## config.mk

```make
export PLATFORM = sky130hd
export DESIGN_NAME = can_tx_buffer_and_id_filter
export DESIGN_NICKNAME = d
export VERILOG_FILES = /design/src/design/can_filt_pkg.sv /design/src/design/can_tx_buffer_and_id_filter.sv
export SDC_FILE = /design/constraint.sdc
export NUM_CORES = 1
export LEC_CHECK = 0
export ABC_AREA = 1
export BUFFER_PORTS_ARGS = -buffer_cell sky130_fd_sc_hd__buf_2
export CORE_MARGIN = 1
export CORE_UTILIZATION = 45
export CTS_BUF_LIST = sky130_fd_sc_hd__clkbuf_16
export CTS_CLUSTER_DIAMETER = 50
export DETAILED_ROUTE_END_ITERATION = 7
export GPL_ROUTABILITY_DRIVEN = 0
export PLACE_DENSITY = 0.66
export SLEW_MARGIN = 30
export SYNTH_ARGS = -nofsm -noshare
export SYNTH_HDL_FRONTEND = slang
export SYNTH_SLANG_ARGS = --single-unit
```

## constraint.sdc

```tcl
create_clock -name ref_clk -period 2.9 [get_ports ref_clk]
set_clock_uncertainty 0.2 [all_clocks]
set_input_delay 0.29 -clock ref_clk [delete_from_list [all_inputs] [get_ports ref_clk]]
set_output_delay 0.29 -clock ref_clk [all_outputs]
set_load 0.02 [all_outputs]
```

## src/design/can_filt_pkg.sv

```systemverilog
// Constants and carrier types for the CAN transmit buffer and filter block.
package can_filt_pkg;

  // ==========================================================================
  // Register offsets
  // ==========================================================================
  localparam logic [7:0] OFS_MODULE_CTRL0 = 8'h00;
  localparam logic [7:0] OFS_TX_FLAG = 8'h06;
  localparam logic [7:0] OFS_TX_CTRL = 8'h07;
  localparam logic [7:0] OFS_ACC_CTRL = 8'h08;
  localparam logic [7:0] OFS_RX_ERR = 8'h0E;
  localparam logic [7:0] OFS_TX_ERR = 8'h0F;
  localparam logic [7:0] OFS_ACC_CODE0 = 8'h10;
  localparam logic [7:0] OFS_ACC_MASK0 = 8'h14;

  // ==========================================================================
  // Field positions
  // ==========================================================================
  localparam int SOFT_RESET_BIT = 0;
  localparam int TXE_LSB = 0;
  localparam int ABTAK_LSB = 4;
  localparam int TXEIE_LSB = 0;
  localparam int ABRQ_LSB = 4;
  localparam int HIT_LSB = 0;
  localparam int MODE_LSB = 4;

  // ==========================================================================
  // Reset values
  // ==========================================================================
  localparam logic SOFT_RESET_RST = 1'b1;
  localparam logic [2:0] TXE_RST = 3'h7;
  localparam logic [2:0] ABTAK_RST = 3'h0;
  localparam logic [2:0] ABRQ_RST = 3'h0;
  localparam logic [2:0] TXEIE_RST = 3'h0;
  localparam logic [1:0] HIT_RST = 2'h0;
  localparam logic [7:0] ACC_BYTE_RST = 8'h00;

  // ==========================================================================
  // Types
  // ==========================================================================
  typedef enum logic [1:0] {
    MODE_ONE32 = 2'b00,
    MODE_TWO16 = 2'b01,
    MODE_FOUR8 = 2'b10,
    MODE_CLOSED = 2'b11
  } accept_mode_e;

  // Status reported by the protocol engine, one bit per transmit buffer.
  typedef struct packed {
    logic [2:0] done;
    logic [2:0] busy;
    logic [2:0] fail;
  } tx_status_s;

  // A complete message sitting in the background receive buffer.
  typedef struct packed {
    logic valid;
    logic extended;
    logic [3:0][7:0] id;
  } rx_msg_s;

endpackage : can_filt_pkg

```

## src/design/can_tx_buffer_and_id_filter.sv

```systemverilog
// Transmit buffer handshake and identifier acceptance filter of a CAN node.
//
// Our own choices: the strobed register port and the placing of the registers.
`timescale 1ns/1ns
`default_nettype none

// Function
// Abort acknowledge set when message withdrawn.
// Clearing empty flag clears abort acknowledge.
// Empty flag set after successful transmission.
// Software loads buffer, then clears empty.
// Empty flag set when abort granted.
// Empty flag set clears abort request.
// Abort granted only before start or failure.
// Software sets abort requests, never clears.
// Software never clears empty and aborts together.
// Interrupt while empty and enable both set.
// Software avoids writing scheduled buffers.
// Soft reset holds flag and control registers.
// Mode field selects filter organisation.
// Closed mode accepts no message.
// Hit field names the accepting filter.
// Hit field updates on foreground copy.
// Filter registers writable only in soft reset.
// Error counters read-only, read when idle.
// Only accepted messages reach the CPU.
// Bitwise compare; standard uses two bytes.
// Mask one ignores bit, zero compares.
// Standard identifiers mask three low bits.
// Write one clears empty; acknowledge read-only.
module can_tx_buffer_and_id_filter (
  input wire logic ref_clk,
  input wire logic sys_rst,
  input wire logic [7:0] reg_addr,
  input wire logic [7:0] reg_wdata,
  input wire logic reg_wr,
  input wire logic reg_rd,
  output logic [7:0] reg_rdata,
  input wire can_filt_pkg::tx_status_s tx_status,
  input wire can_filt_pkg::rx_msg_s rx_msg,
  input wire logic rx_fg_free,
  input wire logic [7:0] rx_err_count,
  input wire logic [7:0] tx_err_count,
  output logic soft_reset,
  output logic [2:0] tx_empty,
  output logic [2:0] abort_req,
  output logic [2:0] tx_withdrawn,
  output logic tx_irq,
  output logic rx_accept,
  output logic rx_drop
);

  // ==========================================================================
  // State
  // ==========================================================================
  logic soft_q;
  logic [2:0] txe_q, txe_d;
  logic [2:0] abtak_q, abtak_d;
  logic [2:0] abrq_q, abrq_d;
  logic [2:0] txeie_q;
  can_filt_pkg::accept_mode_e mode_q;
  logic [1:0] hit_q, hit_d;
  logic [3:0][7:0] code_q;
  logic [3:0][7:0] mask_q;
  logic [7:0] rdata_q;
  logic [2:0] withdrawn_q;
  logic irq_q;
  logic accept_q;
  logic drop_q;

  logic wr_flag, wr_ctrl, wr_cfg_ok;
  logic [2:0] sw_clr_txe, sw_set_abrq, grant, hw_set_txe;

  assign wr_flag = reg_wr && (reg_addr == can_filt_pkg::OFS_TX_FLAG);
  assign wr_ctrl = reg_wr && (reg_addr == can_filt_pkg::OFS_TX_CTRL);
  assign wr_cfg_ok = reg_wr && soft_q;

  // ==========================================================================
  // Module control
  // ==========================================================================
  // Soft reset comes up set, so software must clear it before any transfer.
  always_ff @(posedge ref_clk or posedge sys_rst) begin
    if (sys_rst) begin
      soft_q <= can_filt_pkg::SOFT_RESET_RST;
    end else if (reg_wr && (reg_addr == can_filt_pkg::OFS_MODULE_CTRL0)) begin
      soft_q <= reg_wdata[can_filt_pkg::SOFT_RESET_BIT];
    end
  end

  // ==========================================================================
  // Transmit handshake
  // ==========================================================================
  always_comb begin
    sw_clr_txe = wr_flag ? reg_wdata[can_filt_pkg::TXE_LSB +: 3] : 3'h0;
    sw_set_abrq = wr_ctrl ? reg_wdata[can_filt_pkg::ABRQ_LSB +: 3] : 3'h0;
    // Aborts only touch scheduled buffers not completing successfully this cycle.
    grant = abrq_q & ~txe_q & ~tx_status.done
          & (~tx_status.busy | tx_status.fail);
    hw_set_txe = (tx_status.done & ~txe_q) | grant;
    // A hardware set wins over a software clear in the same cycle.
    txe_d = (txe_q & ~sw_clr_txe) | hw_set_txe;
    abtak_d = (abtak_q & ~(sw_clr_txe & ~hw_set_txe)) | grant;
    abtak_d = abtak_d & ~(tx_status.done & ~txe_q);
    abrq_d = (abrq_q | sw_set_abrq) & ~txe_d;
    if (soft_q) begin
      txe_d = can_filt_pkg::TXE_RST;
      abtak_d = can_filt_pkg::ABTAK_RST;
      abrq_d = can_filt_pkg::ABRQ_RST;
    end
  end

  always_ff @(posedge ref_clk or posedge sys_rst) begin
    if (sys_rst) begin
      txe_q <= can_filt_pkg::TXE_RST;
      abtak_q <= can_filt_pkg::ABTAK_RST;
      abrq_q <= can_filt_pkg::ABRQ_RST;
    end else begin
      txe_q <= txe_d;
      abtak_q <= abtak_d;
      abrq_q <= abrq_d;
    end
  end

  always_ff @(posedge ref_clk or posedge sys_rst) begin
    if (sys_rst) begin
      txeie_q <= can_filt_pkg::TXEIE_RST;
    end else if (soft_q) begin
      txeie_q <= can_filt_pkg::TXEIE_RST;
    end else if (wr_ctrl) begin
      txeie_q <= reg_wdata[can_filt_pkg::TXEIE_LSB +: 3];
    end
  end

  always_ff @(posedge ref_clk or posedge sys_rst) begin
    if (sys_rst) begin
      withdrawn_q <= 3'h0;
      irq_q <= 1'b0;
    end else begin
      withdrawn_q <= soft_q ? 3'h0 : grant;
      irq_q <= |(txe_d & (soft_q ? can_filt_pkg::TXEIE_RST
                                 : (wr_ctrl ? reg_wdata[2:0] : txeie_q)));
    end
  end

  // ==========================================================================
  // Acceptance configuration
  // ==========================================================================
  always_ff @(posedge ref_clk or posedge sys_rst) begin
    if (sys_rst) begin
      mode_q <= can_filt_pkg::MODE_ONE32;
    end else if (wr_cfg_ok && (reg_addr == can_filt_pkg::OFS_ACC_CTRL)) begin
      mode_q <= can_filt_pkg::accept_mode_e'(
                  reg_wdata[can_filt_pkg::MODE_LSB +: 2]);
    end
  end

  genvar gi;
  generate
    for (gi = 0; gi < 4; gi++) begin : g_acc
      always_ff @(posedge ref_clk or posedge sys_rst) begin
        if (sys_rst) begin
          code_q[gi] <= can_filt_pkg::ACC_BYTE_RST;
          mask_q[gi] <= can_filt_pkg::ACC_BYTE_RST;
        end else if (wr_cfg_ok) begin
          if (reg_addr == can_filt_pkg::OFS_ACC_CODE0 + 8'(gi)) begin
            code_q[gi] <= reg_wdata;
          end
          if (reg_addr == can_filt_pkg::OFS_ACC_MASK0 + 8'(gi)) begin
            mask_q[gi] <= reg_wdata;
          end
        end
      end
    end
  endgenerate

  // ==========================================================================
  // Identifier filter
  // ==========================================================================
  // In the split modes every filter looks at the leading identifier bytes.
  logic [3:0] ok_id0, ok_id1, ok_own;
  logic [3:0] hits;
  logic any_hit;

  generate
    for (gi = 0; gi < 4; gi++) begin : g_cmp
      // A mask one makes the bit irrelevant; a zero demands equality.
      assign ok_id0[gi] =
        ((code_q[gi] ^ rx_msg.id[0]) & ~mask_q[gi]) == 8'h00;
      assign ok_id1[gi] =
        ((code_q[gi] ^ rx_msg.id[1]) & ~mask_q[gi]) == 8'h00;
      assign ok_own[gi] =
        ((code_q[gi] ^ rx_msg.id[gi]) & ~mask_q[gi]) == 8'h00;
    end
  endgenerate

  always_comb begin
    hits = 4'h0;
    unique case (mode_q)
      can_filt_pkg::MODE_ONE32: begin
        // Standard identifiers only use the first two bytes.
        hits[0] = ok_own[0] && ok_own[1]
               && (!rx_msg.extended || (ok_own[2] && ok_own[3]));
      end
      can_filt_pkg::MODE_TWO16: begin
        hits[0] = ok_id0[0] && ok_id1[1];
        hits[1] = ok_id0[2] && ok_id1[3];
      end
      can_filt_pkg::MODE_FOUR8: begin
        hits = ok_id0;
      end
      can_filt_pkg::MODE_CLOSED: begin
        hits = 4'h0;
      end
    endcase
    any_hit = |hits;
    // With no hit the encoded value is unused, as the field loads on accept.
    if (hits[0]) begin
      hit_d = 2'h0;
    end else if (hits[1]) begin
      hit_d = 2'h1;
    end else if (hits[2]) begin
      hit_d = 2'h2;
    end else begin
      hit_d = 2'h3;
    end
  end

  always_ff @(posedge ref_clk or posedge sys_rst) begin
    if (sys_rst) begin
      hit_q <= can_filt_pkg::HIT_RST;
      accept_q <= 1'b0;
      drop_q <= 1'b0;
    end else begin
      // Rejected messages stay in the background buffer to be overwritten.
      accept_q <= rx_msg.valid && any_hit && rx_fg_free;
      drop_q <= rx_msg.valid && !(any_hit && rx_fg_free);
      if (rx_msg.valid && any_hit && rx_fg_free) begin
        hit_q <= hit_d;
      end
    end
  end

  // ==========================================================================
  // Register read port
  // ==========================================================================
  // Read data stand for one cycle; otherwise the port shows zero.
  always_ff @(posedge ref_clk or posedge sys_rst) begin
    if (sys_rst) begin
      rdata_q <= 8'h00;
    end else if (reg_rd) begin
      unique case (reg_addr)
        can_filt_pkg::OFS_MODULE_CTRL0: rdata_q <= {7'h00, soft_q};
        can_filt_pkg::OFS_TX_FLAG: rdata_q <= {1'b0, abtak_q, 1'b0, txe_q};
        can_filt_pkg::OFS_TX_CTRL: rdata_q <= {1'b0, abrq_q, 1'b0, txeie_q};
        can_filt_pkg::OFS_ACC_CTRL: rdata_q <= {2'h0, mode_q, 2'h0, hit_q};
        can_filt_pkg::OFS_RX_ERR: rdata_q <= rx_err_count;
        can_filt_pkg::OFS_TX_ERR: rdata_q <= tx_err_count;
        8'h10, 8'h11, 8'h12, 8'h13: rdata_q <= code_q[reg_addr[1:0]];
        8'h14, 8'h15, 8'h16, 8'h17: rdata_q <= mask_q[reg_addr[1:0]];
        default: rdata_q <= 8'h00;
      endcase
    end else begin
      rdata_q <= 8'h00;
    end
  end

  assign reg_rdata = rdata_q;
  assign soft_reset = soft_q;
  assign tx_empty = txe_q;
  assign abort_req = abrq_q;
  assign tx_withdrawn = withdrawn_q;
  assign tx_irq = irq_q;
  assign rx_accept = accept_q;
  assign rx_drop = drop_q;
endmodule : can_tx_buffer_and_id_filter

`default_nettype wire

```

==> results of run 1 <==
[routing by layer]
| layer | part of all wire | up-vias | wire [um] | track usage |
|---|---|---|---|---|
| li1 | - | 2862 | - | - |
| met4 | 0.024 | 0 | 427 | 0.0883 |
| met3 | 0.082 | 33 | 1460 | 0.0425 |
| met2 | 0.46 | 221 | 8140 | 0.462 |
| met1 | 0.44 | 2602 | 7800 | 0.398 |
| met5 | 0 | - | 0 | 0 |
[kinds of logic after synthesis]
| group | synth area share |
|---|---|
| AND/OR/NAND/NOR | 0.277 |
| flip-flops | 0.423 |
| adder cells (fa/ha/maj) | 0.00667 |
| buffers and inverters | 0.0996 |
| AO/OA/AOI/OAI | 0.193 |
[worst max-delay path, stage by stage (launching register included)]
cell and delay [ps]:
dfrtp_1 520, nand2_1 80, nand2_1 70, nor2_1 40
nor2_1 280, nand3_1 130, nor2_1 110, nand2_1 60
nand2_1 100, nand2_1 80, nand4_1 110, a21oi_1 80
dlygate4sd3_1 550
[where the power goes]
part | internal [uW] | switching, uW
combinational | 96.6 | 197
clock | 742 | 500
sequential | 1340 | 8.45
total | 2180 | 705
[cell usage in the layout (no fill, tap or decap), types with 4 or more instances in the layout]
| cell type | n |
|---|---|
| dfstp_2 | 4 |
| inv_1 | 125 |
| buf_4 | 8 |
| inv_2 | 7 |
| nand4_1 | 11 |
| dfrtp_1 | 91 |
| nor2_1 | 70 |
| buf_2 | 100 |
| o22ai_1 | 25 |
| nand2_1 | 240 |
| a22o_1 | 4 |
| o21ai_0 | 102 |
| clkbuf_16 | 9 |
| dlygate4sd3_1 | 4 |
| nand3_1 | 41 |
| a21oi_1 | 42 |
[stage by stage]
step	setup slack (ps)	area, um^2	power (uW)	utilization	cells
detailed placement	659	6360	1660	0.525	1077
global route	216	6700	2980	0.554	1097
global placement	717	6360	1660	0.525	1077
CTS	404	6700	2890	0.554	1097
finish	382	6700	2880	0.554	1097
floorplan	1200	5630	1520	-	816
[state kept, by name (all words and copies together), names as in the netlist, 2 cells and up]
name	count
reg_rdata	8
abort_req	3
tx_withdrawn	3
mode_q	2
tx_empty	3
hit_q	2
abtak_q	3
txeie_q	3
mask_q	32
code_q	32
[worst paths after layout]
path,depth (start not counted),slack [ps],end,startpoint
max reg2reg,12,380,rx_drop,code_q[26]
min in group asynchronous,3,320,abort_req[0],sys_rst
min reg2reg,2,290,mask_q[14],mask_q[14]
min,3,7,reg_rdata[3],tx_err_count[3]
max in group asynchronous,4,1420,soft_reset,sys_rst
max,12,380,rx_drop,code_q[26]
[area by class of cell]
type / instances / area share
Clock buffer: 9 / 0.0336
Clock inverter: 7 / 0.0119
Inverter: 132 / 0.0745
Multi-Input combinational cell: 573 / 0.401
Sequential cell: 95 / 0.355
Tap cell: 168 / 0.0314
Timing Repair Buffer: 113 / 0.0926
==> impl_metrics.yaml, run 1 <==
synthesis:
  syn_area_per_cell_um2: 6.90
  synth-seq-cells: 95
  synth_top_area_share: 0.405
  seq_area_frac_synth: 0.423
  syn_nets: 899
  synth_area_leaders: "dfrtp_1, nand2_1, o21ai_0, inv_1, nor2_1"
  yosysTopAreaCell: "dfrtp_1"
  syn_area_um2: 5630
  synthTopCellsByCount: "nand2_1, inv_1, o21ai_0"
  synthFlopType: "dfrtp_1"
  synth_async_sr_flop_share: 1.00
  synth_cell_type_count: 36
  ys.warnings.count: 0
  synth_most_common_cell: "nand2_1"
  syn_inst: 816
  synth_edf_count: 0
job:
  max_cap_viol_count: 0
timing:
  period_needed_ps: 2520
  slew_headroom: 0.545
  setup_viol: 0
  hold_violations: 0
  drv_slew: 0
  min_period_over_period: 0.868
  finalHoldWorstSlack_ps: 7.35
  tightest_slew_ps: 681
  rsz0062_at_grt: "false"
  fin_setup_tns_ps: 0
  timing.fmax_mhz: 397
cts:
  clk_path_buf_depth: 2
  cts_buffers: 9
  cts_resized: 0
  htreeDepth: 3
  postCtsHoldBufs: 4
  clk_pin_slew_ps: 70
  cts_tree: "done"
  cts_sinks: 95
  clk_root_buffer_cell: "clkbuf_16"
  clock_latency_ps: 350
  cts_setup_buffers: 0
floorplanning:
  core-area_um2: 12100
  fp.dieH_um: 114
  start_util: 0.465
  fp.dieW_um: 114
  rows: 40
  die_area_um2: 13000
  ioPinCount: 101
cells_and_area:
  regArea_um2: 2380
  multi_input_area_um2: 2690
  fillers: 1244
  areaGrowthSynthToFinish_pct: 19.1
  final_nets: 1007
  layout-drive-gt1-share: 0.156
  diodes: 0
global_routing:
  grt_max_degree: 75
  grt_remaining_overflow: 0
  grt_pass1_vias: 5217
  grt_antenna_before_repair: 0
  grt_pass1_wl_um: 27800
  globalRouteTotalUtil: 0.286
power:
  powerDensity_nw_per_um2: 430
  ir_drop_mv: 0.312
  total_leakage_power_uw: 0.00338
placed_design:
  portBuffers: 100
  dpl.hpwl_um: 13700
setup_path:
  worstPathMaxFanout: 8
  cp_data_required_time_ps: 2930
  critical_path_class: "register to register"
  cp-end-kind: "register"
  critPathLaunchType: "register"
  arrival_ps: 2550
detailed_routing:
  wirelength_um: 17800
  drt-initial-drc-count: 630
  drtPass1Iterations: 5
  avgRoutedWirePerCell_um: 16.3
  drc: 0
  vias: 5718
  drtAntennaViolNets: 0
  avgViaCountPerCell: 5.21
status:
  outcome: "completed"
min_path:
  min_path_type: "input pin to register"
Note: power is estimated with default switching activity, not from simulation.
==> inputs of run 2 (changes only) <==
ABC_AREA = default   (was 1)
==> run 2 against run 1 <==
Effect of this change: the run now ends with DRC left; final area down 4.7%; via count down 26%; critical endpoint is now mask_q[8]; setup slack worse by 5.7 ps; power down 2.0%; core utilization down 0.12 points; global-route usage down 2.3 points; maximum frequency down 0.22%; critical path type unchanged; synthesized cell count down 44%.
==> impl_metrics.yaml, run 2 <==
timing:
  hold_violations: 0
  setup_viol: 0
  period_needed_ps: 2520
  drv_slew: 0
  finalHoldWorstSlack_ps: 12.4
  timing.fmax_mhz: 396
  tightest_slew_ps: 880
  slew_headroom: 0.413
  rsz0062_at_grt: "false"
  fin_setup_tns_ps: 0
  min_period_over_period: 0.870
detailed_routing:
  dr_wl_met3_um: 1250
  vias: 4230
  avgViaCountPerCell: 6.00
  drc: 12
  top_layer_used: "met4"
  met2RoutedLength_um: 7110
  met1_length_um: 6860
  drtAntennaViolNets: 0
  wirelength_um: 15600
  avgRoutedWirePerCell_um: 22.1
  drtPass1Iterations: 6
  drt-initial-drc-count: 352
setup_path:
  max_stage_delay_ps: 730
  critical_path_class: "register to register"
  reg2reg_from: "soft_reset"
  crit_end: "mask_q[8]"
  rrSetupSlack_ps: 380
  timing.rr.end: "mask_q[8]"
  slowest_stage: "dfstp_2"
  worstPathCellList: "nand2_1 -> or3_1 -> nor3b_4 -> mux2_2"
  reg2reg_depth: 4
  arrival_ps: 2560
  cp-end-kind: "register"
  critPathLaunchType: "register"
  worstPathMaxFanout: 17
  crit_start: "soft_reset"
  cp_data_required_time_ps: 2930
placed_design:
  dpl_cell_area_um2: 6070
  dpl.hpwl_um: 11500
  portBuffers: 100
floorplanning:
  rows: 39
  core-area_um2: 11600
  fp.dieH_um: 112
  start_util: 0.468
  ioPinCount: 101
  fp.dieW_um: 112
  die_area_um2: 12500
synthesis:
  yosys.area_share.xor_xnor: 0.104
  synthFlopType: "dfrtp_1"
  synth_async_sr_flop_share: 1.00
  synth_top_family_by_area: "multiplexers"
  muxShareOfSynthArea: 0.238
  syn_area_per_cell_um2: 11.8
  synth-seq-cells: 95
  syn_area_um2: 5410
  synth_edf_count: 0
  synth_cell_type_count: 50
  synth_compound_area_frac: 0.0886
  synthTopCellsByCount: "dfrtp_1, mux2_2, xnor2_1"
  yosysTopAreaCell: "dfrtp_1"
  synth_top_area_share: 0.421
  syn_nets: 542
  seq_area_frac_synth: 0.441
  synth_most_common_cell: "dfrtp_1"
  synth-simple-area-share: 0.0988
  yosys.area_share.adder: 0.00694
  ys.warnings.count: 0
  syn_inst: 459
  synth_area_leaders: "dfrtp_1, mux2_2, xnor2_1, mux4_2, o22ai_1"
cts:
  clock_latency_ps: 350
  cts_buffers: 9
  cts_setup_buffers: 0
  clk_pin_slew_ps: 70
  clk_root_buffer_cell: "clkbuf_16"
  cts_sinks: 95
  cts_tree: "done"
  htreeDepth: 3
  clk_path_buf_depth: 2
global_routing:
  grt_pass1_vias: 4194
  grt_pass1_wl_um: 24300
  grt_antenna_before_repair: 0
  globalRouteTotalUtil: 0.264
  grt_remaining_overflow: 0
  grt_max_degree: 34
cells_and_area:
  final_nets: 640
  finish.instance_area_um2: 6390
  layout_common_cells: "buf_2, dfrtp_1, mux2_2"
  areaGrowthSynthToFinish_pct: 18.1
  fin_util: 0.552
  final_common_cell: "buf_2"
  layout-drive-gt1-share: 0.393
  diodes: 0
job:
  max_cap_viol_count: 0
min_path:
  min_path_type: "input pin to register"
power:
  ir_drop_mv: 0.219
  total_leakage_power_uw: 0.00288
  powerDensity_nw_per_um2: 442
status:
  violations: "DRC"
  outcome: "complete, but fails checks"
## run 2: cell count changes after synthesis, sizes merged, moves of 26 or more
cell   previous run  this run
o21ai           105         1
nand2           242        16
inv             131         6
nor2             74        21
nand3            41         5
mux2              0        68
xnor2             0        64
a21oi            44        18
## run 2: worst max-delay path: cells and delay by family (launching register included)
kind | cells | cell delay (ps)
simple gates | 3 | 1070
mux | 1 | 390
flops | 1 | 730
## run 2: report_power, final
part           internal, uW  leakage, uW  switching (uW)
Combinational           124      0.00143             168
Clock                   662     0.000144             517
Sequential             1340      0.00131            14.0
## run 2: worst min-delay path by stage
stage	startpoint	end	slack, ps	cells past startpoint
finish	rx_err_count[6]	reg_rdata[6]	10	3
detailed placement	sys_rst	hit_q[0]	180	2
CTS	rx_err_count[6]	reg_rdata[6]	3	3
floorplan	rx_msg[33]	rx_drop	210	1
global route	rx_err_count[7]	reg_rdata[7]	40	3
global placement	sys_rst	code_q[6]	180	2
## run 2: cells by family after synthesis
group,Yosys count
xor gates and xnor gates,64
adders and majority gates,3
muxes,100
and+or+nand+nor,94
AOI/OAI and AO/OA,72
buffers and inverters,31
DFF,95
## run 2: what timing repair did
action	CTS	global route
endpoints found under the hold margin	23	0
resized for setup	0	0
endpoints found under the setup margin	0	0
hold buffers	3	0
## run 2: metrics by stage
step           std cells  setup slack, ps  total power [uW]
6_report             705              377              2830
4_1_cts              705              407              2840
5_1_grt              705              270              2920
2_1_floorplan        459              710              1540
3_5_place_dp         686              369              1670
3_3_place_gp         686              427              1660
## run 2: layer usage
metal | up-vias | track usage
met2 | 206 | 0.397
met3 | 23 | 0.0528
li1 | 1896 | -
met1 | 2105 | 0.371
met5 | - | 0
met4 | 0 | 0.112
## run 2: area by class of cell
class,count,area (um^2)
clock buffers,9,225
clock inverters,7,66.3
fillers,1007,5180
inverters,6,26.3
multi-input cells,333,2900
flip-flops and latches,95,2380
well taps,143,179
repair buffers,112,611
==> inputs of run 3 (changes only) <==
==> constraint.sdc (replaced) <==
create_clock -name ref_clk -period 2.9 [get_ports ref_clk]
set_clock_uncertainty 0.2 [all_clocks]
set_input_delay 0.58 -clock ref_clk [delete_from_list [all_inputs] [get_ports ref_clk]]
set_output_delay 0.58 -clock ref_clk [all_outputs]
set_load 0.02 [all_outputs]
==> run 3 against run 2 <==
Effect of this change: the flow still finishes with violations (DRC); flip-flop and latch count unchanged; first-iteration DRC count down 14%; final cell count is 0.57% higher; sequential power is essentially flat; critical endpoint is now tx_irq; highest routed layer unchanged.
==> impl_metrics.yaml, run 3 (synthesis results as in run 2) <==
setup_path:
  reg2reg_from: "code_q[25]"
  slowest_stage: "a2111o_1"
  crit_end: "tx_irq"
  cp-end-kind: "register"
  cp_data_required_time_ps: 2940
  critical_path_class: "input pin to register"
  max_stage_delay_ps: 470
  worstPathMaxFanout: 24
  worstPathCellList: "buf_2 -> nor2b_1 -> and3_4 -> nand2_1 -> a2111o_1 -> a22oi_1 -> nand2_1"
  reg2reg_depth: 7
  crit_start: "reg_addr[0]"
  arrival_ps: 2480
  timing.rr.end: "hit_q[0]"
  worst_path_most_repeated_cell: "nand2_1"
  rrSetupSlack_ps: 490
  critPathLaunchType: "input pin"
detailed_routing:
  wirelength_um: 15400
  vias: 4269
  drc: 12
  drtAntennaViolNets: 0
  avgRoutedWirePerCell_um: 21.7
  avgViaCountPerCell: 6.02
  drt-initial-drc-count: 303
  drtPass1Iterations: 7
cells_and_area:
  layout.cells.non_filler: 709
  layout_common_cells: "buf_2, dfrtp_1, mux2_2"
  diodes: 0
  final_nets: 644
  final_common_cell: "buf_2"
  layout-drive-gt1-share: 0.399
  areaGrowthSynthToFinish_pct: 18.6
floorplanning:
  fp.dieH_um: 112
  ioPinCount: 101
  fp.dieW_um: 112
  start_util: 0.468
  rows: 39
  core-area_um2: 11600
  die_area_um2: 12500
cts:
  postCtsHoldBufs: 0
  cts_sinks: 95
  clk_pin_slew_ps: 60
  clk_root_buffer_cell: "clkbuf_16"
  clock_latency_ps: 360
  cts_setup_buffers: 0
  htreeDepth: 3
  cts_tree: "done"
  cts_resized: 0
  cts_buffers: 9
  clk_path_buf_depth: 2
timing:
  period_needed_ps: 2440
  drv_slew: 0
  slew_headroom: 0.480
  min_period_over_period: 0.843
  rsz0062_at_grt: "false"
  hold_violations: 0
  fin_setup_tns_ps: 0
  timing.fmax_mhz: 409
  tightest_slew_ps: 778
  setup_viol: 0
job:
  max_cap_viol_count: 0
global_routing:
  grt_pass1_vias: 4268
  grt_max_degree: 41
  grt_antenna_before_repair: 0
  grt_remaining_overflow: 0
  grt_pass1_wl_um: 24100
  globalRouteTotalUtil: 0.260
power:
  total_leakage_power_uw: 0.00291
  ir_drop_mv: 0.324
  powerDensity_nw_per_um2: 437
status:
  violations: "DRC"
  outcome: "complete, but fails checks"
placed_design:
  portBuffers: 100
  placed_cells: 693
  dpl.hpwl_um: 11500
min_path:
  min_path_type: "input pin to asynchronous set/reset pin"
## run 3: cell count changes in the layout (fill, tap and decap cells not counted), sizes merged
| cell | delta |
|---|---|
| clkinv | +3 |
| buf | +7 |
| dlygate4sd3 | -3 |
| inv | -1 |
| clkinvlp | -2 |
## run 3: critical path, delay by kind of cell
kind | cells | cell delay (ps)
and+or+nand+nor | 4 | 850
AOI/OAI and AO/OA | 2 | 730
buffers and inverters | 1 | 310
## run 3: layer usage
layer	vias up	track usage	wire length, um	part of all wire
met5	-	0	0	0
met2	219	0.412	7190	0.47
met4	0	0.0784	313	0.020
met1	2129	0.351	6650	0.43
li1	1896	-	-	-
met3	25	0.0659	1260	0.082
## run 3: layout make-up
cell class	count	area, um^2
multi-input cells	333	2900
clock inverters	7	55.1
clock buffers	9	225
fillers	993	5150
flip-flops and latches	95	2380
inverters	6	26.3
well taps	143	179
repair buffers	116	646
## run 3: per-stage QoR
step	setup WS, ps	power [uW]	hold WS (ps)	area, um^2	util
after floorplan	546	1540	260	5410	-
after global placement	235	1660	317	6130	0.530
after detailed placement	140	1670	334	6130	0.530
after CTS	479	2820	186	6410	0.554
after global routing	311	2910	215	6410	0.554
final	456	2800	151	6410	0.554
## run 3: worst min path at each step
stage	to	slack, ps	depth (start not counted)
4_1_cts	rx_drop	190	2
3_3_place_gp	hit_q[1]	320	1
6_report	rx_drop	150	2
5_1_grt	hit_q[0]	210	2
3_5_place_dp	hit_q[1]	330	1
2_1_floorplan	hit_q[1]	260	1
## run 3: power breakdown
group | switching [uW] | internal, uW | leakage [uW] | total, uW
Combinational | 169 | 124 | 0.00146 | 293
Clock | 505 | 653 | 0.000143 | 1160
Sequential | 11.1 | 1340 | 0.00131 | 1350
